$ cat src/common/doc_cfg.svh
`ifndef DOC_CFG_SVH
`define DOC_CFG_SVH
// ----------------------------------------
// timing
// ----------------------------------------
`define DOC_CLK_HZ 100000000
`define DOC_TICK_S 1
`define DOC_TICK_CYCLES (`DOC_CLK_HZ * `DOC_TICK_S)
`define DOC_TIME_W 16
`define DOC_STYLE_W 3
// ----------------------------------------
// style encodings
// ----------------------------------------
`define DOC_STYLE_PASS 3'h0
`define DOC_STYLE_DELAY 3'h1
`define DOC_STYLE_EXTEND 3'h2
`define DOC_STYLE_PULSE 3'h3
`define DOC_STYLE_RETRIG 3'h4
`endif

$ cat src/common/doc_pkg.sv
package doc_pkg;
    typedef enum logic [2:0] {
        DOC_PASS = 3'h0,
        DOC_DELAY = 3'h1,
        DOC_EXTEND = 3'h2,
        DOC_PULSE = 3'h3,
        DOC_RETRIG = 3'h4
    } doc_style_t;
endpackage

$ cat src/rtl/doc_tick_gen.sv
`timescale 1ns/1ps
`include "doc_cfg.svh"
// ----------------------------------------
// one-second tick generator
// ----------------------------------------
module doc_tick_gen #(
    parameter int TICK_CYCLES = `DOC_TICK_CYCLES
) (
    input wire logic ref_clk_in,
    input wire logic rst_n_in,
    input wire logic clk_en_in,
    input wire logic restart_in,
    output logic tick_out
);
    logic [31:0] cnt_r;
    logic [31:0] cnt_nxt;
    logic tick_r;
    wire last_w = (cnt_r == 32'(TICK_CYCLES - 1));

    // restart re-phases the second so each interval starts whole
    assign cnt_nxt = (restart_in || last_w) ? 32'h0 : cnt_r + 32'h1;

    always_ff @(posedge ref_clk_in) begin
        if (!rst_n_in) begin
            cnt_r <= 32'h0;
            tick_r <= 1'b0;
        end else if (clk_en_in) begin
            cnt_r <= cnt_nxt;
            // look ahead one cycle so the registered tick lands exactly TICK_CYCLES after a restart
            tick_r <= (cnt_nxt == 32'(TICK_CYCLES - 1));
        end
    end

    assign tick_out = tick_r;
endmodule

$ cat src/rtl/doc_conditioner.sv
`timescale 1ns/1ps
`include "doc_cfg.svh"
module doc_conditioner #(
    parameter int TICK_CYCLES = `DOC_TICK_CYCLES,
    parameter int TIME_W = `DOC_TIME_W
) (
    input wire logic ref_clk_in,
    input wire logic rst_n_in,
    input wire logic clk_en_in,
    input wire logic result_in,
    input wire logic [2:0] style_in,
    input wire logic [TIME_W-1:0] cond_time_in,
    output logic conditioned_output_out
);
    // ----------------------------------------
    // state
    // ----------------------------------------
    doc_pkg::doc_style_t style_r;
    logic res_d_r;
    logic out_r;
    logic out_nxt;
    logic run_r;
    logic run_nxt;
    logic [TIME_W-1:0] secs_r;
    logic [TIME_W-1:0] secs_nxt;
    logic tick_w;

    // ----------------------------------------
    // decode
    // ----------------------------------------
    wire style_chg_w = (style_in != 3'(style_r));
    wire rise_w = result_in && !res_d_r;
    wire fall_w = !result_in && res_d_r;
    wire done_w = run_r && tick_w && (secs_r + TIME_W'(1) >= cond_time_in);
    wire zero_t_w = (cond_time_in == '0);
    // timer restarts on the edges that open an interval
    wire restart_w = (style_r == doc_pkg::DOC_DELAY && rise_w) ||
                     (style_r == doc_pkg::DOC_EXTEND && fall_w) ||
                     (style_r == doc_pkg::DOC_PULSE && rise_w && !run_r) ||
                     (style_r == doc_pkg::DOC_RETRIG && rise_w);

    doc_tick_gen #(
        .TICK_CYCLES(TICK_CYCLES)
    ) u_tick (
        .ref_clk_in(ref_clk_in),
        .rst_n_in(rst_n_in),
        .clk_en_in(clk_en_in),
        .restart_in(restart_w || style_chg_w),
        .tick_out(tick_w)
    );

    // ----------------------------------------
    // style behaviour
    // ----------------------------------------
    // a zero interval degenerates delay and extend to pass-through; pulse and retrigger keep the output low
    always_comb begin
        out_nxt = out_r;
        run_nxt = run_r;
        secs_nxt = (run_r && tick_w) ? secs_r + TIME_W'(1) : secs_r;
        case (style_r)
            doc_pkg::DOC_PASS: begin
                out_nxt = result_in;
                run_nxt = 1'b0;
            end
            doc_pkg::DOC_DELAY: begin
                if (!result_in) begin
                    out_nxt = 1'b0;
                    run_nxt = 1'b0;
                end else if (rise_w) begin
                    out_nxt = zero_t_w;
                    run_nxt = !zero_t_w;
                    secs_nxt = '0;
                end else if (done_w) begin
                    out_nxt = 1'b1;
                    run_nxt = 1'b0;
                end
            end
            doc_pkg::DOC_EXTEND: begin
                if (result_in) begin
                    out_nxt = 1'b1;
                    run_nxt = 1'b0;
                end else if (fall_w) begin
                    out_nxt = !zero_t_w;
                    run_nxt = !zero_t_w;
                    secs_nxt = '0;
                end else if (done_w) begin
                    out_nxt = 1'b0;
                    run_nxt = 1'b0;
                end
            end
            doc_pkg::DOC_PULSE: begin
                if (rise_w && !run_r) begin
                    out_nxt = !zero_t_w;
                    run_nxt = !zero_t_w;
                    secs_nxt = '0;
                end else if (done_w) begin
                    out_nxt = 1'b0;
                    run_nxt = 1'b0;
                end
            end
            doc_pkg::DOC_RETRIG: begin
                if (rise_w) begin
                    out_nxt = !zero_t_w;
                    run_nxt = !zero_t_w;
                    secs_nxt = '0;
                end else if (done_w) begin
                    out_nxt = 1'b0;
                    run_nxt = 1'b0;
                end
            end
            default: begin
                out_nxt = 1'b0;
                run_nxt = 1'b0;
            end
        endcase
    end

    // ----------------------------------------
    // registers
    // ----------------------------------------
    // style change flushes timers; edge history kept so new style sees fresh edges
    always_ff @(posedge ref_clk_in) begin
        if (!rst_n_in) begin
            style_r <= doc_pkg::DOC_PASS;
            res_d_r <= 1'b0;
            out_r <= 1'b0;
            run_r <= 1'b0;
            secs_r <= '0;
        end else if (clk_en_in) begin
            res_d_r <= result_in;
            if (style_chg_w) begin
                style_r <= doc_pkg::doc_style_t'(style_in);
                out_r <= 1'b0;
                run_r <= 1'b0;
                secs_r <= '0;
            end else begin
                out_r <= out_nxt;
                run_r <= run_nxt;
                secs_r <= secs_nxt;
            end
        end
    end

    assign conditioned_output_out = out_r;

    // ----------------------------------------
    // checks
    // ----------------------------------------
    property p_pass_follow;
        @(posedge ref_clk_in) disable iff (!rst_n_in)
        (rst_n_in && clk_en_in && !style_chg_w && style_r == doc_pkg::DOC_PASS) |=> (out_r == $past(result_in));
    endproperty
    a_pass_follow: assert property (p_pass_follow) else $error("pass style output mismatch");

    property p_delay_low_on_fall;
        @(posedge ref_clk_in) disable iff (!rst_n_in)
        (clk_en_in && style_r == doc_pkg::DOC_DELAY && !result_in) |=> !out_r;
    endproperty
    a_delay_low_on_fall: assert property (p_delay_low_on_fall) else $error("delay output not low");

    property p_delay_no_early;
        @(posedge ref_clk_in) disable iff (!rst_n_in)
        (clk_en_in && style_r == doc_pkg::DOC_DELAY && rise_w && !zero_t_w) |=> !out_r;
    endproperty
    a_delay_no_early: assert property (p_delay_no_early) else $error("delay output rose early");

    property p_extend_rise;
        @(posedge ref_clk_in) disable iff (!rst_n_in)
        (clk_en_in && !style_chg_w && style_r == doc_pkg::DOC_EXTEND && result_in) |=> out_r;
    endproperty
    a_extend_rise: assert property (p_extend_rise) else $error("extend output not high");

    property p_extend_hold;
        @(posedge ref_clk_in) disable iff (!rst_n_in)
        (clk_en_in && !style_chg_w && style_r == doc_pkg::DOC_EXTEND && fall_w && !zero_t_w) |=> (out_r && run_r);
    endproperty
    a_extend_hold: assert property (p_extend_hold) else $error("extend did not stretch");

    property p_pulse_ignore;
        @(posedge ref_clk_in) disable iff (!rst_n_in)
        (clk_en_in && !style_chg_w && style_r == doc_pkg::DOC_PULSE && run_r && rise_w && !done_w)
            |=> (secs_r == $past(secs_r) + TIME_W'($past(tick_w)));
    endproperty
    a_pulse_ignore: assert property (p_pulse_ignore) else $error("pulse retriggered");

    property p_pulse_start;
        @(posedge ref_clk_in) disable iff (!rst_n_in)
        (clk_en_in && !style_chg_w && style_r == doc_pkg::DOC_PULSE && rise_w && !run_r && !zero_t_w)
            |=> (out_r && secs_r == '0);
    endproperty
    a_pulse_start: assert property (p_pulse_start) else $error("pulse did not start");

    property p_retrig_restart;
        @(posedge ref_clk_in) disable iff (!rst_n_in)
        (clk_en_in && !style_chg_w && style_r == doc_pkg::DOC_RETRIG && rise_w && !zero_t_w)
            |=> (out_r && run_r && secs_r == '0);
    endproperty
    a_retrig_restart: assert property (p_retrig_restart) else $error("retrigger did not restart");

    property p_style_clear;
        @(posedge ref_clk_in) disable iff (!rst_n_in)
        (clk_en_in && style_chg_w) |=> (!out_r && !run_r);
    endproperty
    a_style_clear: assert property (p_style_clear) else $error("style change did not clear");

    property p_delay_done;
        @(posedge ref_clk_in) disable iff (!rst_n_in)
        (clk_en_in && !style_chg_w && style_r == doc_pkg::DOC_DELAY && result_in && !rise_w && done_w) |=> out_r;
    endproperty
    a_delay_done: assert property (p_delay_done) else $error("delay output did not rise");

    property p_extend_drop;
        @(posedge ref_clk_in) disable iff (!rst_n_in)
        (clk_en_in && !style_chg_w && style_r == doc_pkg::DOC_EXTEND && !result_in && !fall_w && done_w) |=> !out_r;
    endproperty
    a_extend_drop: assert property (p_extend_drop) else $error("extend output did not drop");

    property p_retrig_end;
        @(posedge ref_clk_in) disable iff (!rst_n_in)
        (clk_en_in && !style_chg_w && style_r == doc_pkg::DOC_RETRIG && done_w && !rise_w) |=> !out_r;
    endproperty
    a_retrig_end: assert property (p_retrig_end) else $error("retrigger output did not end");
endmodule

$ cat config.mk
export PLATFORM = sky130hd
export DESIGN_NAME = doc_conditioner
export DESIGN_NICKNAME = d
export VERILOG_FILES = /design/src/common/doc_pkg.sv /design/src/rtl/doc_tick_gen.sv /design/src/rtl/doc_conditioner.sv
export VERILOG_INCLUDE_DIRS = /design/src /design/src/common
export SDC_FILE = /design/constraint.sdc
export NUM_CORES = 1
export LEC_CHECK = 0
export ABC_AREA = 1
export BUFFER_PORTS_ARGS = -buffer_cell sky130_fd_sc_hd__buf_2
export CORE_MARGIN = 2
export CORE_UTILIZATION = 60
export DETAILED_ROUTE_END_ITERATION = 8
export GPL_TIMING_DRIVEN = 0
export HOLD_SLACK_MARGIN = 0.05
export PLACE_DENSITY = 0.78
export SLEW_MARGIN = 30
export SYNTH_ARGS = -nofsm -noshare
export SYNTH_HDL_FRONTEND = slang
export SYNTH_HIERARCHICAL = 1
export SYNTH_SLANG_ARGS = --single-unit
$ cat constraint.sdc
create_clock -name ref_clk_in -period 2.88 [get_ports ref_clk_in]
set_input_delay 0.144 -clock ref_clk_in [delete_from_list [all_inputs] [get_ports ref_clk_in]]
set_output_delay 0.144 -clock ref_clk_in [all_outputs]
set_load 0.01 [all_outputs]
==> report_table.html, run 1 <==
<table>
<tr><th>Metric</th><th>Value</th></tr>
<tr><th colspan="2">Clock tree</th></tr>
<tr><td>Number of buffers inserted for hold repair after clock tree synthesis</td><td>0</td></tr>
<tr><td>Bufs on Longest Clock Path</td><td>2</td></tr>
<tr><td>Number of clock buffers inserted by TritonCTS</td><td>5</td></tr>
<tr><td>CTS tree</td><td>done</td></tr>
<tr><td>Number of H-tree branching levels</td><td>2</td></tr>
<tr><td>Clock input transition at the sequential cells of the worst setup and hold paths</td><td>0.10 ns</td></tr>
<tr><td>CTS Sinks</td><td>55</td></tr>
<tr><td>Clk_lat worst skew</td><td>0.31 ns</td></tr>
<tr><td>Cell chosen for the clock root</td><td>sky130_fd_sc_hd__clkbuf_8</td></tr>
<tr><th colspan="2">Logic synthesis</th></tr>
<tr><td>Post-Syn Area per Cell</td><td>6.021 um2</td></tr>
<tr><td>Synth cell types</td><td>42</td></tr>
<tr><td>Mapped cell area</td><td>4486 um2</td></tr>
<tr><td>Share of flip-flops with an asynchronous set or reset</td><td>0</td></tr>
<tr><td>Ys flop type</td><td>sky130_fd_sc_hd__dfxtp_1</td></tr>
<tr><td>Number of flops mapped to enable cells by yosys</td><td>0</td></tr>
<tr><td>Yosys synthesis warning count</td><td>6</td></tr>
<tr><td>Number of synthesized register bits</td><td>55</td></tr>
<tr><td>Most area-hungry cell type in the Yosys netlist</td><td>sky130_fd_sc_hd__dfxtp_1</td></tr>
<tr><td>Library cell with the highest instance count after synthesis</td><td>sky130_fd_sc_hd__nand2_1</td></tr>
<tr><td>Area share of the largest cell type after synthesis</td><td>0.2455</td></tr>
<tr><td>Top cells by area in the synthesized netlist</td><td>sky130_fd_sc_hd__dfxtp_1 25%, sky130_fd_sc_hd__nand2_1 18%, sky130_fd_sc_hd__nor2_1 8.5%</td></tr>
<tr><td>Gate count after technology mapping</td><td>745</td></tr>
<tr><td>Post-synthesis sequential area ratio</td><td>0.2455</td></tr>
<tr><td>Top post-synthesis cells by count</td><td>218 x sky130_fd_sc_hd__nand2_1, 102 x sky130_fd_sc_hd__nor2_1, 86 x sky130_fd_sc_hd__inv_1</td></tr>
<tr><td>Syn Nets</td><td>786</td></tr>
<tr><th colspan="2">STA</th></tr>
<tr><td>Setup repair after global routing missed its margin</td><td>yes</td></tr>
<tr><td>Crit path time final</td><td>2.843 ns</td></tr>
<tr><td>Final hold violation count</td><td>0</td></tr>
<tr><td>Setup total negative slack</td><td>0 ns</td></tr>
<tr><td>Final worst path period share</td><td>0.9872</td></tr>
<tr><td>Final setup vio count</td><td>0</td></tr>
<tr><td>Final worst setup slack</td><td>0.03682 ns</td></tr>
<tr><td>Relative max-transition margin</td><td>0.5078</td></tr>
<tr><td>Final clock skew</td><td>0.009177 ns</td></tr>
<tr><td>Maximum clock frequency</td><td>0.3517 GHz</td></tr>
<tr><td>Worst hold margin</td><td>0.1244 ns</td></tr>
<tr><td>Worst Tran Pin Value</td><td>0.7316 ns</td></tr>
<tr><td>Fin. max-slew vios</td><td>0</td></tr>
<tr><th colspan="2">Detailed routing</th></tr>
<tr><td>Via density per instance</td><td>5.564</td></tr>
<tr><td>Routed length on met1</td><td>5425 um</td></tr>
<tr><td>Number of design rule violations left after detail routing</td><td>0</td></tr>
<tr><td>Routed vias</td><td>4913</td></tr>
<tr><td>Starting DRC count in detailed routing</td><td>245</td></tr>
<tr><td>Antenna-violating nets left</td><td>0</td></tr>
<tr><td>First-pass iteration count of the detailed router</td><td>5</td></tr>
<tr><td>Detail Route met3 WL</td><td>735 um</td></tr>
<tr><td>Average detailed-routed wire length per instance</td><td>14.99 um</td></tr>
<tr><td>DR WL met2</td><td>6489 um</td></tr>
<tr><td>Overall routed net length</td><td>13240 um</td></tr>
<tr><td>Top Metal Used</td><td>met4</td></tr>
<tr><th colspan="2">Final layout</th></tr>
<tr><td>Layout cell share with drive strength beyond 1</td><td>0.1505</td></tr>
<tr><td>Number of antenna cells inserted</td><td>0</td></tr>
<tr><td>Area added between synthesis and finish</td><td>12.41%</td></tr>
<tr><td>Total Nets Final</td><td>824</td></tr>
<tr><th colspan="2">Setup path</th></tr>
<tr><td>Register-to-register path setup slack</td><td>0.04 ns</td></tr>
<tr><td>Classification of the worst setup path</td><td>reg -&gt; reg</td></tr>
<tr><td>Peak per-stage delay on the critical path</td><td>0.40 ns</td></tr>
<tr><td>Most frequent CP cell</td><td>sky130_fd_sc_hd__nand2_1</td></tr>
<tr><td>CP startpoint kind</td><td>flip-flop</td></tr>
<tr><td>Crit path max-delay cell type</td><td>sky130_fd_sc_hd__dfxtp_4</td></tr>
<tr><td>Data required, critical path</td><td>3.13 ns</td></tr>
<tr><td>Setup crit end kind</td><td>flip-flop</td></tr>
<tr><td>CP Data Arrival Time</td><td>3.10 ns</td></tr>
<tr><td>Biggest fanout along the worst timing path</td><td>4</td></tr>
<tr><td>Ordered cell list for the critical path</td><td>nand2_4 &gt; nor2_4 &gt; nand4_4 &gt; nor2_4 &gt; inv_2 &gt; nor4_4 &gt; xnor2_1 &gt; inv_1 &gt; ha_4 &gt; a21oi_1 &gt; o21ai_1 &gt; a21oi_1 &gt; nand2_1 &gt; nand2_2 &gt; nand2_2 &gt; nand2_1 &gt; nand3_1 &gt; nand3_1 &gt; nand2_1 &gt; a21oi_2</td></tr>
<tr><th colspan="2">Placement</th></tr>
<tr><td>Global placer's final weighted congestion</td><td>0.9985</td></tr>
<tr><td>Number of port buffers</td><td>23</td></tr>
<tr><td>Worst slack after detailed placement</td><td>-0.1061 ns</td></tr>
<tr><td>Detailed Place HPWL</td><td>10100 um</td></tr>
<tr><th colspan="2">Floorplan</th></tr>
<tr><td>Die Outline Area</td><td>8184 um2</td></tr>
<tr><td>Chip height</td><td>90.47 um</td></tr>
<tr><td>Initial standard-cell utilization of the core</td><td>0.6184</td></tr>
<tr><td>Core area</td><td>7253 um2</td></tr>
<tr><td>I/O pins</td><td>24</td></tr>
<tr><td>Row Count</td><td>31</td></tr>
<tr><td>Die Span X</td><td>90.47 um</td></tr>
<tr><th colspan="2">Power and ir drop</th></tr>
<tr><td>Leak pwr</td><td>0.002110 uW</td></tr>
<tr><td>PwrDens</td><td>300.6 nW/um2</td></tr>
<tr><td>Maximum vdd drop</td><td>0.2183 mV</td></tr>
<tr><th colspan="2">Global routing</th></tr>
<tr><td>Initial antenna violation count</td><td>0</td></tr>
<tr><td>Maximum number of pins on one net before global-route repair</td><td>18</td></tr>
<tr><td>Total overflow reported by the global router</td><td>0</td></tr>
<tr><td>Wire length of the first global-routing pass</td><td>21250 um</td></tr>
<tr><td>Number of global-route vias before repair</td><td>4524</td></tr>
<tr><td>Aggregate global-route resource usage</td><td>0.3183</td></tr>
<tr><th colspan="2">Hold path</th></tr>
<tr><td>Hold Crit Class</td><td>in -&gt; reg</td></tr>
<tr><th colspan="2">Run status</th></tr>
<tr><td>Result of the run</td><td>completed</td></tr>
<tr><th colspan="2">Flow run</th></tr>
<tr><td>Max cap viols</td><td>0</td></tr>
</table>
-- routing by layer --
metal / global-route usage / vias to the layer above
met4: 0.1436 / 0
li1: - / 2477
met1: 0.3802 / 2212
met3: 0.03339 / 42
met5: 0 / -
met2: 0.5721 / 182
-- sequential cells by signal, summed over array words and instances (netlist names) --
signal and flops:
u_tick/tick_out 1, conditioned_output_out 1, res_d_r 1, u_tick/cnt_r 32
secs_r 16, run_r 1, style_r 3
-- power by group --
group / switching [uW] / leakage (uW) / internal [uW]
clock: 271 / 0.0000402 / 170
sequential: 31.7 / 0.000451 / 783
combinational: 172 / 0.00162 / 88.1
total: 475 / 0.00211 / 1040
-- final cells by class --
| type | instances | area, um2 |
|---|---|---|
| multi-input cells | 575 | 3085 |
| fillers | 673 | 2211 |
| flip-flops and latches | 55 | 1111 |
| inverters | 99 | 371.6 |
| repair buffers | 31 | 175.2 |
| well taps | 99 | 123.9 |
| plain buffers | 16 | 86.33 |
| clock buffers | 5 | 68.82 |
| clock inverters | 3 | 20.02 |
-- final timing paths --
| kind | from | endpoint | cells past startpoint |
|---|---|---|---|
| max reg2reg | secs_r[0]$_SDFFE_PN0P_ | run_r$_SDFFE_PN0P_ | 20 |
| max | secs_r[0]$_SDFFE_PN0P_ | run_r$_SDFFE_PN0P_ | 20 |
| min reg2reg | u_tick/tick_out$_SDFFE_PN0P_ | u_tick/tick_out$_SDFFE_PN0P_ | 2 |
| min | clk_en_in | res_d_r$_SDFFE_PN0P_ | 2 |
-- critical path: cells and delay by family, from the launching register on --
kind,cells,cell delay (ns)
flip-flops,1,0.40
adder cells (fa/ha/maj),1,0.25
AND/OR/NAND/NOR,12,1.18
AO/OA/AOI/OAI,4,0.54
buffers and inverters,2,0.20
XOR/XNOR,1,0.20
-- logic make-up (layout without fill, tap and decap cells) --
logic type,count (synthesis),count (layout),synth area share
AOI/OAI and AO/OA,123,123,0.1576
adders and majority gates,18,18,0.05021
DFF,55,55,0.2455
and+or+nand+nor,417,417,0.4098
buffers and inverters,115,154,0.1021
xor gates and xnor gates,17,17,0.03487
-- placed cells by master, fill, tap and decap left out, types with 9 or more instances in the layout --
cell and instances:
sky130_fd_sc_hd__inv_1 84, sky130_fd_sc_hd__ha_1 14, sky130_fd_sc_hd__nand2_2 11, sky130_fd_sc_hd__a21oi_1 46, sky130_fd_sc_hd__nand3_1 39, sky130_fd_sc_hd__clkbuf_1 12
sky130_fd_sc_hd__nor2_2 11, sky130_fd_sc_hd__inv_2 13, sky130_fd_sc_hd__xor2_1 9, sky130_fd_sc_hd__buf_2 24, sky130_fd_sc_hd__nor2_1 100, sky130_fd_sc_hd__o21ai_0 33
sky130_fd_sc_hd__dfxtp_1 51, sky130_fd_sc_hd__nand4_1 12, sky130_fd_sc_hd__nand2_1 211, sky130_fd_sc_hd__o21ai_1 10, sky130_fd_sc_hd__a211oi_1 15
-- stage by stage --
stage | cell area, um2 | total power, uW | std cells | util
finish | 5042 | 1516 | 883 | 0.6952
floorplan | 4486 | 999.6 | 745 | -
CTS | 4830 | 1517 | 875 | 0.6659
global route | 5042 | 1587 | 883 | 0.6952
detailed placement | 4725 | 1081 | 867 | 0.6514
global placement | 4725 | 1073 | 867 | 0.6514
-- timing repair --
item	CTS	global route
endpoints found under the setup margin	2	2
cloned	0	0
setup buffers	0	8
pin swaps	0	17
resized for setup	5	34
(Power assumes the default switching activity.)
==> inputs of run 2 (changes only) <==
--- a/config.mk
+++ b/config.mk
@@ -9,11 +9,11 @@
 export ABC_AREA = 1
 export BUFFER_PORTS_ARGS = -buffer_cell sky130_fd_sc_hd__buf_2
 export CORE_MARGIN = 2
-export CORE_UTILIZATION = 60
+export CORE_UTILIZATION = 42
 export DETAILED_ROUTE_END_ITERATION = 8
 export GPL_TIMING_DRIVEN = 0
 export HOLD_SLACK_MARGIN = 0.05
-export PLACE_DENSITY = 0.78
+export PLACE_DENSITY = 0.66
 export SLEW_MARGIN = 30
 export SYNTH_ARGS = -nofsm -noshare
 export SYNTH_HDL_FRONTEND = slang
==> run 2 against run 1 <==
Effect of this change:
- hold slack lost 0.028 ns
- global-route usage is 8.6 points lower
- sequential power is essentially flat
- sequential share of layout area fell by 0.40 points
- utilization is 20 points lower
- largest power group unchanged
- highest routed layer unchanged
- routed wire length about the same
- count of clock-buffer cells in the layout unchanged
- combinational power barely moved
==> report_table.html, run 2 (synthesis gave the netlist of run 1 again) <==
<table>
<tr><th>Metric</th><th>Value</th></tr>
<tr><th colspan="2">Placement</th></tr>
<tr><td>Standard cell area after detailed placement</td><td>4771 um2 (+0.98%)</td></tr>
<tr><td>Global placer's final weighted congestion</td><td>0.9370 (-6.2%)</td></tr>
<tr><td>Number of port buffers</td><td>23 (unchanged)</td></tr>
<tr><td>Detailed Place HPWL</td><td>9916 um (-1.8%)</td></tr>
<tr><td>Inst Count DP</td><td>904 (+4.3%)</td></tr>
<tr><th colspan="2">Setup path</th></tr>
<tr><td>CP startpoint kind</td><td>flip-flop</td></tr>
<tr><td>Register-to-register path setup slack</td><td>0.13 ns (+0.09 ns)</td></tr>
<tr><td>Crit path max-delay cell type</td><td>sky130_fd_sc_hd__dfxtp_4</td></tr>
<tr><td>Classification of the worst setup path</td><td>reg -&gt; reg</td></tr>
<tr><td>Data required, critical path</td><td>3.10 ns (-0.03 ns)</td></tr>
<tr><td>CP Data Arrival Time</td><td>2.97 ns (-0.13 ns)</td></tr>
<tr><td>Worst reg2reg startpoint</td><td>secs_r[0]$_SDFFE_PN0P_</td></tr>
<tr><td>Worst setup path startpoint</td><td>secs_r[0]$_SDFFE_PN0P_</td></tr>
<tr><td>Peak per-stage delay on the critical path</td><td>0.40 ns (about the same)</td></tr>
<tr><td>Critical Path End</td><td>conditioned_output_out$_SDFFE_PN0P_</td></tr>
<tr><td>Biggest fanout along the worst timing path</td><td>4 (unchanged)</td></tr>
<tr><td>Setup crit end kind</td><td>flip-flop</td></tr>
<tr><td>Terminus of the critical flop-to-flop path</td><td>conditioned_output_out$_SDFFE_PN0P_</td></tr>
<tr><td>Number of cell instances on the worst register-to-register path</td><td>22 (+10%)</td></tr>
<tr><td>Most frequent CP cell</td><td>sky130_fd_sc_hd__nand2_1</td></tr>
<tr><td>Ordered cell list for the critical path</td><td>ha_4 &gt; nand3_4 &gt; inv_2 &gt; nand3_4 &gt; inv_4 &gt; nand3_4 &gt; nor2_4 &gt; nand3_2 &gt; xor2_1 &gt; inv_2 &gt; ha_4 &gt; nand2_2 &gt; nor3_2 &gt; nand2_1 &gt; nand2_1 &gt; nand2_2 &gt; nand2_2 &gt; nand2_1 &gt; nand2_1 &gt; nand2_1 &gt; o21ai_2 &gt; a21oi_2</td></tr>
<tr><th colspan="2">Final layout</th></tr>
<tr><td>Area of all placed cells without fillers</td><td>5130 um2 (+1.7%)</td></tr>
<tr><td>Non-filler instance count after layout</td><td>920 (+4.2%)</td></tr>
<tr><td>Register bank with the most flops</td><td>u_tick/cnt_r</td></tr>
<tr><td>Layout cell share with drive strength beyond 1</td><td>0.1556 (+0.005102)</td></tr>
<tr><td>Area occupied by registers</td><td>1110 um2 (-0.11%)</td></tr>
<tr><td>Total area of multi-input combinational cells</td><td>3120 um2 (+1.1%)</td></tr>
<tr><td>Share of the core filled with cells in the final layout</td><td>0.4947 (-0.2005)</td></tr>
<tr><td>Number of antenna cells inserted</td><td>0 (unchanged)</td></tr>
<tr><td>Area added between synthesis and finish</td><td>14.37%</td></tr>
<tr><td>Commonest non-fill, non-tap cell in the layout</td><td>sky130_fd_sc_hd__nand2_1</td></tr>
<tr><td>Final-layout fill cell count</td><td>1050 (+56%)</td></tr>
<tr><td>Top Registers</td><td>u_tick/cnt_r: 32 flops, secs_r: 16 flops, style_r: 3 flops</td></tr>
<tr><td>Most frequent cells in the layout</td><td>210 x sky130_fd_sc_hd__nand2_1, 101 x sky130_fd_sc_hd__nor2_1, 85 x sky130_fd_sc_hd__inv_1</td></tr>
<tr><td>Max reg flops</td><td>32 (unchanged)</td></tr>
<tr><td>Total Nets Final</td><td>824 (unchanged)</td></tr>
<tr><th colspan="2">Detailed routing</th></tr>
<tr><td>Overall routed net length</td><td>13250 um (about the same)</td></tr>
<tr><td>Routed vias</td><td>4908 (-0.10%)</td></tr>
<tr><td>First-pass iteration count of the detailed router</td><td>5 (unchanged)</td></tr>
<tr><td>Number of design rule violations left after detail routing</td><td>0 (unchanged)</td></tr>
<tr><td>Starting DRC count in detailed routing</td><td>449 (+83%)</td></tr>
<tr><td>Via density per instance</td><td>5.335 (-4.1%)</td></tr>
<tr><td>Antenna-violating nets left</td><td>0 (unchanged)</td></tr>
<tr><td>Average detailed-routed wire length per instance</td><td>14.40 um (-3.9%)</td></tr>
<tr><th colspan="2">Power and ir drop</th></tr>
<tr><td>Maximum vdd drop</td><td>0.2567 mV (+18%)</td></tr>
<tr><td>Leak pwr</td><td>0.002100 uW (-0.50%)</td></tr>
<tr><td>PwrDens</td><td>301.8 nW/um2 (+0.41%)</td></tr>
<tr><th colspan="2">Floorplan</th></tr>
<tr><td>Die Span X</td><td>107.3 um (+19%)</td></tr>
<tr><td>Die Outline Area</td><td>11520 um2 (+41%)</td></tr>
<tr><td>Row Count</td><td>37 (+19%)</td></tr>
<tr><td>Chip height</td><td>107.3 um (+19%)</td></tr>
<tr><td>Core area</td><td>10370 um2 (+43%)</td></tr>
<tr><td>Initial standard-cell utilization of the core</td><td>0.4326 (-0.1859)</td></tr>
<tr><td>I/O pins</td><td>24 (unchanged)</td></tr>
<tr><th colspan="2">Clock tree</th></tr>
<tr><td>Clock input transition at the sequential cells of the worst setup and hold paths</td><td>0.12 ns (+0.02 ns)</td></tr>
<tr><td>Number of H-tree branching levels</td><td>2 (unchanged)</td></tr>
<tr><td>Number of clock buffers inserted by TritonCTS</td><td>5 (unchanged)</td></tr>
<tr><td>Clk_lat worst skew</td><td>0.33 ns (+0.02 ns)</td></tr>
<tr><td>Cell chosen for the clock root</td><td>sky130_fd_sc_hd__clkbuf_8</td></tr>
<tr><td>CTS Sinks</td><td>55 (unchanged)</td></tr>
<tr><td>Bufs on Longest Clock Path</td><td>2 (unchanged)</td></tr>
<tr><td>CTS tree</td><td>done</td></tr>
<tr><td>Number of buffers inserted for hold repair after clock tree synthesis</td><td>0 (unchanged)</td></tr>
<tr><th colspan="2">Global routing</th></tr>
<tr><td>Wire length of the first global-routing pass</td><td>21400 um (+0.68%)</td></tr>
<tr><td>Maximum number of pins on one net before global-route repair</td><td>19 (+1)</td></tr>
<tr><td>Number of global-route vias before repair</td><td>4533 (+0.20%)</td></tr>
<tr><td>Aggregate global-route resource usage</td><td>0.2319 (-0.08635)</td></tr>
<tr><td>Total overflow reported by the global router</td><td>0 (unchanged)</td></tr>
<tr><td>Initial antenna violation count</td><td>0 (unchanged)</td></tr>
<tr><th colspan="2">STA</th></tr>
<tr><td>Final setup vio count</td><td>0 (unchanged)</td></tr>
<tr><td>Setup repair after global routing missed its margin</td><td>yes</td></tr>
<tr><td>Final hold violation count</td><td>0 (unchanged)</td></tr>
<tr><td>Final worst path period share</td><td>0.9553 (-0.03187)</td></tr>
<tr><td>Crit path time final</td><td>2.751 ns (-0.09179 ns)</td></tr>
<tr><td>Worst Tran Pin Value</td><td>0.8785 ns (+0.1469 ns)</td></tr>
<tr><td>Fin. max-slew vios</td><td>0 (unchanged)</td></tr>
<tr><td>Final clock skew</td><td>0.01946 ns (+0.01028 ns)</td></tr>
<tr><td>Relative max-transition margin</td><td>0.4089 (-0.09884)</td></tr>
<tr><td>Maximum clock frequency</td><td>0.3635 GHz (+3.3%)</td></tr>
<tr><th colspan="2">Run status</th></tr>
<tr><td>Result of the run</td><td>completed</td></tr>
<tr><th colspan="2">Hold path</th></tr>
<tr><td>Hold Crit Class</td><td>in -&gt; reg</td></tr>
<tr><th colspan="2">Flow run</th></tr>
<tr><td>Max cap viols</td><td>0 (unchanged)</td></tr>
</table>
[run 2: cell types whose count changed in the layout (fill, tap and decap cells not counted), moves of 2 or more]
cell | previous run | this run
sky130_fd_sc_hd__nand2_4 | 4 | 2
sky130_fd_sc_hd__inv_2 | 13 | 11
sky130_fd_sc_hd__nand2_2 | 11 | 14
sky130_fd_sc_hd__clkinv_4 | 0 | 2
sky130_fd_sc_hd__a21oi_1 | 46 | 43
sky130_fd_sc_hd__a21oi_2 | 4 | 7
[run 2: through the flow]
| stage | hold WS, ns | setup WS (ns) | setup TNS (ns) | total power, uW |
|---|---|---|---|---|
| final | 0.09681 | 0.1286 | 0 | 1548 |
| after global routing | 0.1007 | -0.1046 | -0.1348 | 1616 |
| after CTS | 0.09751 | 0.0002740 | 0 | 1541 |
| after detailed placement | 0.4520 | -0.04410 | -0.08352 | 1079 |
| after global placement | 0.4514 | -0.007033 | -0.007033 | 1073 |
| after floorplan | 0.2340 | 0.3383 | 0 | 999.6 |
[run 2: critical path: cells and delay by family (launching register included)]
family	cells	cell delay, ns
AO/OA/AOI/OAI	2	0.20
adder cells (fa/ha/maj)	2	0.43
AND/OR/NAND/NOR	14	1.20
flip-flops	1	0.40
XOR/XNOR	1	0.16
buffers and inverters	3	0.23
[run 2: cell type report]
class                      count  area share
inverter                      99     0.07293
sequential                    55      0.2163
clock inverter                 3    0.004878
tap                          136     0.03317
buffer                        16     0.01683
clock buffer                   5     0.01341
timing repair buffer          31     0.03415
multi-input combinational    575      0.6083
[run 2: worst min-delay path by stage]
stage,from,to,cells past startpoint
after global routing,style_in[1],style_r[1]$_SDFFE_PN0P_,3
final,style_in[1],style_r[1]$_SDFFE_PN0P_,3
after global placement,style_in[0],style_r[0]$_SDFFE_PN0P_,3
after CTS,style_in[1],style_r[1]$_SDFFE_PN0P_,3
after detailed placement,style_in[1],style_r[1]$_SDFFE_PN0P_,3
after floorplan,clk_en_in,res_d_r$_SDFFE_PN0P_,1
[run 2: layer usage]
metal,track usage,share of wire
met2,0.3942,0.46
met4,0.06410,0.021
met3,0.02906,0.062
met5,0,0
met1,0.3090,0.45
[run 2: power by group]
part,internal [uW],switching [uW],leakage [uW]
Sequential,783,30.7,0.000451
Clock,175,299,0.0000443
Combinational,88.0,172,0.00160
[run 2: repair_timing]
action,4_1_cts,5_1_grt
endpoints found under the hold margin,0,0
gates resized for setup,4,40
buffers inserted,0,8
endpoints found under the setup margin,2,2
pin swaps,0,7
==> inputs of run 3 (changes only) <==
--- a/config.mk
+++ b/config.mk
@@ -13,7 +13,7 @@
 export DETAILED_ROUTE_END_ITERATION = 8
 export GPL_TIMING_DRIVEN = 0
 export HOLD_SLACK_MARGIN = 0.05
-export PLACE_DENSITY = 0.66
+export PLACE_DENSITY_LB_ADDON = 0.12
 export SLEW_MARGIN = 30
 export SYNTH_ARGS = -nofsm -noshare
 export SYNTH_HDL_FRONTEND = slang
==> run 3 against run 2 <==
Effect of this change:
- clock power down 8.2%
- sequential power barely moved
- count of clock-buffer cells in the layout rose by 1
- non-clock buffer count fell by 1
- flip-flop and latch count is the same
- global-route usage rose by 0.41 points
- critical path depth unchanged
- clock skew fell by 0.0057 ns
- total power shrank 2.7%
==> report_table.html, run 3 (synthesis gave the netlist of run 1 again) <==
<table>
<tr><th>Metric</th><th>Value</th></tr>
<tr><th colspan="2">Detailed routing</th></tr>
<tr><td>Average detailed-routed wire length per instance</td><td>14.54 um (+1.0%)</td></tr>
<tr><td>Starting DRC count in detailed routing</td><td>386 (-14%)</td></tr>
<tr><td>Via density per instance</td><td>5.223 (-2.1%)</td></tr>
<tr><td>Antenna-violating nets left</td><td>0 (unchanged)</td></tr>
<tr><td>Routed vias</td><td>4800 (-2.2%)</td></tr>
<tr><td>Detail Route met3 WL</td><td>565 um (-31%)</td></tr>
<tr><td>First-pass iteration count of the detailed router</td><td>5 (unchanged)</td></tr>
<tr><td>DR WL met2</td><td>6580 um (+7.2%)</td></tr>
<tr><td>Top Metal Used</td><td>met4</td></tr>
<tr><td>Routed length on met1</td><td>5819 um (-3.1%)</td></tr>
<tr><td>Overall routed net length</td><td>13370 um (+0.90%)</td></tr>
<tr><td>Number of design rule violations left after detail routing</td><td>0 (unchanged)</td></tr>
<tr><th colspan="2">Final layout</th></tr>
<tr><td>Commonest non-fill, non-tap cell in the layout</td><td>sky130_fd_sc_hd__nand2_1</td></tr>
<tr><td>Share of the core filled with cells in the final layout</td><td>0.4895 (-0.005188)</td></tr>
<tr><td>Number of antenna cells inserted</td><td>0 (unchanged)</td></tr>
<tr><td>Non-filler instance count after layout</td><td>919 (-0.11%)</td></tr>
<tr><td>Most frequent cells in the layout</td><td>210 x sky130_fd_sc_hd__nand2_1, 100 x sky130_fd_sc_hd__nor2_1, 85 x sky130_fd_sc_hd__inv_1</td></tr>
<tr><td>Max reg flops</td><td>32 (unchanged)</td></tr>
<tr><td>Final-layout fill cell count</td><td>1099 (+4.7%)</td></tr>
<tr><td>Layout cell share with drive strength beyond 1</td><td>0.1494 (-0.006187)</td></tr>
<tr><td>Top Registers</td><td>u_tick/cnt_r: 32 flops, secs_r: 16 flops, style_r: 3 flops</td></tr>
<tr><td>Total Nets Final</td><td>823 (-0.12%)</td></tr>
<tr><td>Area added between synthesis and finish</td><td>13.17%</td></tr>
<tr><td>Register bank with the most flops</td><td>u_tick/cnt_r</td></tr>
<tr><th colspan="2">STA</th></tr>
<tr><td>Maximum clock frequency</td><td>0.3584 GHz (-1.4%)</td></tr>
<tr><td>Crit path time final</td><td>2.790 ns (+0.03869 ns)</td></tr>
<tr><td>Fin. max-slew vios</td><td>0 (unchanged)</td></tr>
<tr><td>Final setup vio count</td><td>0 (unchanged)</td></tr>
<tr><td>Final clock skew</td><td>0.01376 ns (-0.005697 ns)</td></tr>
<tr><td>Final worst path period share</td><td>0.9688 (+0.01343)</td></tr>
<tr><td>Final hold violation count</td><td>0 (unchanged)</td></tr>
<tr><td>Setup repair after global routing missed its margin</td><td>yes</td></tr>
<tr><td>Relative max-transition margin</td><td>0.4118 (+0.002893)</td></tr>
<tr><td>Worst Tran Pin Value</td><td>0.8742 ns (-0.004300 ns)</td></tr>
<tr><th colspan="2">Clock tree</th></tr>
<tr><td>Bufs on Longest Clock Path</td><td>2 (unchanged)</td></tr>
<tr><td>Number of clock buffers inserted by TritonCTS</td><td>5 (unchanged)</td></tr>
<tr><td>CTS tree</td><td>done</td></tr>
<tr><td>Clk_lat worst skew</td><td>0.32 ns (about the same)</td></tr>
<tr><td>Number of buffers inserted for hold repair after clock tree synthesis</td><td>0 (unchanged)</td></tr>
<tr><td>Number of H-tree branching levels</td><td>2 (unchanged)</td></tr>
<tr><td>Clock input transition at the sequential cells of the worst setup and hold paths</td><td>0.11 ns (about the same)</td></tr>
<tr><td>CTS Sinks</td><td>55 (unchanged)</td></tr>
<tr><td>Cell chosen for the clock root</td><td>sky130_fd_sc_hd__clkbuf_8</td></tr>
<tr><th colspan="2">Floorplan</th></tr>
<tr><td>Chip height</td><td>107.3 um (unchanged)</td></tr>
<tr><td>Die Outline Area</td><td>11520 um2 (unchanged)</td></tr>
<tr><td>Core area</td><td>10370 um2 (unchanged)</td></tr>
<tr><td>I/O pins</td><td>24 (unchanged)</td></tr>
<tr><td>Initial standard-cell utilization of the core</td><td>0.4326 (unchanged)</td></tr>
<tr><td>Die Span X</td><td>107.3 um (unchanged)</td></tr>
<tr><td>Row Count</td><td>37 (unchanged)</td></tr>
<tr><th colspan="2">Global routing</th></tr>
<tr><td>Initial antenna violation count</td><td>0 (unchanged)</td></tr>
<tr><td>Maximum number of pins on one net before global-route repair</td><td>17 (-2)</td></tr>
<tr><td>Total overflow reported by the global router</td><td>0 (unchanged)</td></tr>
<tr><td>Aggregate global-route resource usage</td><td>0.2360 (+0.004077)</td></tr>
<tr><td>Number of global-route vias before repair</td><td>4453 (-1.8%)</td></tr>
<tr><td>Wire length of the first global-routing pass</td><td>21580 um (+0.84%)</td></tr>
<tr><th colspan="2">Placement</th></tr>
<tr><td>Detailed Place HPWL</td><td>10240 um (+3.3%)</td></tr>
<tr><td>Inst Count DP</td><td>904 (unchanged)</td></tr>
<tr><td>Number of port buffers</td><td>23 (unchanged)</td></tr>
<tr><td>Global placer's final weighted congestion</td><td>0.9291 (-0.84%)</td></tr>
<tr><th colspan="2">Power and ir drop</th></tr>
<tr><td>Leak pwr</td><td>0.002089 uW (-0.53%)</td></tr>
<tr><td>Tot Pwr</td><td>1507 uW (-2.7%)</td></tr>
<tr><td>PwrDens</td><td>296.9 nW/um2 (-1.6%)</td></tr>
<tr><td>Maximum vdd drop</td><td>0.1871 mV (-27%)</td></tr>
<tr><th colspan="2">Setup path</th></tr>
<tr><td>Classification of the worst setup path</td><td>reg -&gt; reg</td></tr>
<tr><td>Worst setup path startpoint</td><td>secs_r[0]$_SDFFE_PN0P_</td></tr>
<tr><td>CP Data Arrival Time</td><td>2.98 ns (about the same)</td></tr>
<tr><td>Biggest fanout along the worst timing path</td><td>5 (+1)</td></tr>
<tr><td>CP startpoint kind</td><td>flip-flop</td></tr>
<tr><td>Worst reg2reg startpoint</td><td>secs_r[0]$_SDFFE_PN0P_</td></tr>
<tr><td>Setup crit end kind</td><td>flip-flop</td></tr>
<tr><td>Data required, critical path</td><td>3.07 ns (-0.03 ns)</td></tr>
<tr><th colspan="2">Run status</th></tr>
<tr><td>Result of the run</td><td>completed</td></tr>
<tr><th colspan="2">Hold path</th></tr>
<tr><td>Hold Crit Class</td><td>in -&gt; reg</td></tr>
<tr><td>Critical hold path startpoint</td><td>clk_en_in</td></tr>
<tr><th colspan="2">Flow run</th></tr>
<tr><td>Max cap viols</td><td>0 (unchanged)</td></tr>
</table>
-- run 3: worst max-delay path: stages (launching register included) --
cell	delay (ns)
sky130_fd_sc_hd__dfxtp_4	0.40
sky130_fd_sc_hd__ha_4	0.15
sky130_fd_sc_hd__nand3_4	0.08
sky130_fd_sc_hd__inv_2	0.06
sky130_fd_sc_hd__nand3_2	0.08
sky130_fd_sc_hd__inv_2	0.10
sky130_fd_sc_hd__nand3_4	0.07
sky130_fd_sc_hd__nor2_4	0.16
sky130_fd_sc_hd__nand3_2	0.10
sky130_fd_sc_hd__xor2_1	0.20
sky130_fd_sc_hd__inv_2	0.08
sky130_fd_sc_hd__ha_1	0.27
sky130_fd_sc_hd__nand2_1	0.07
sky130_fd_sc_hd__nor2_2	0.11
sky130_fd_sc_hd__a21oi_2	0.07
sky130_fd_sc_hd__nand2_2	0.10
sky130_fd_sc_hd__nand2_4	0.09
sky130_fd_sc_hd__nand2_4	0.09
sky130_fd_sc_hd__nand2_1	0.05
sky130_fd_sc_hd__nand2_1	0.06
sky130_fd_sc_hd__nand2_1	0.04
sky130_fd_sc_hd__o21ai_1	0.14
sky130_fd_sc_hd__a21oi_1	0.08
-- run 3: worst paths after layout --
kind                                          to  slack [ns]  cells past startpoint
min reg2reg         u_tick/tick_out$_SDFFE_PN0P_        0.49                      2
max          conditioned_output_out$_SDFFE_PN0P_        0.09                     22
max reg2reg  conditioned_output_out$_SDFFE_PN0P_        0.09                     22
min                         res_d_r$_SDFFE_PN0P_        0.12                      2
-- run 3: layout make-up --
cell class	instances	area [um2]	share of cell area
timing repair buffer	30	167.7	0.03303
inverter	99	371.6	0.07321
multi-input combinational	575	3084	0.6076
sequential	55	1111	0.2189
clock inverter	2	12.51	0.002465
tap	136	170.2	0.03352
clock buffer	6	72.57	0.01430
buffer	16	86.33	0.01701
-- run 3: per-layer routing --
layer	up-vias	GRT usage
li1	2467	-
met1	2188	0.2911
met2	115	0.4118
met3	30	0.03027
met4	0	0.1007
met5	-	0
-- run 3: timing repair --
item,CTS,global route
pin swaps,2,15
setup buffers,1,6
setup endpoints to repair,2,2
gates resized for setup,6,35
-- run 3: stage by stage --
step	area, um2	hold WS [ns]	TNS (ns)	worst slack (ns)
after floorplan	4486	0.2340	0	0.3383
after global placement	4771	0.4455	-0.2674	-0.1745
after global routing	5076	0.1251	-0.09904	-0.06926
final	5076	0.1229	0	0.08992
after CTS	4877	0.1211	0	0.007525
after detailed placement	4771	0.4614	-0.3343	-0.2198
-- run 3: power breakdown --
group / internal, uW / switching [uW] / leakage, uW
Clock: 171 / 265 / 0.0000412
Sequential: 783 / 30.5 / 0.000451
Combinational: 86.2 / 172 / 0.00160
Total: 1040 / 467 / 0.00209
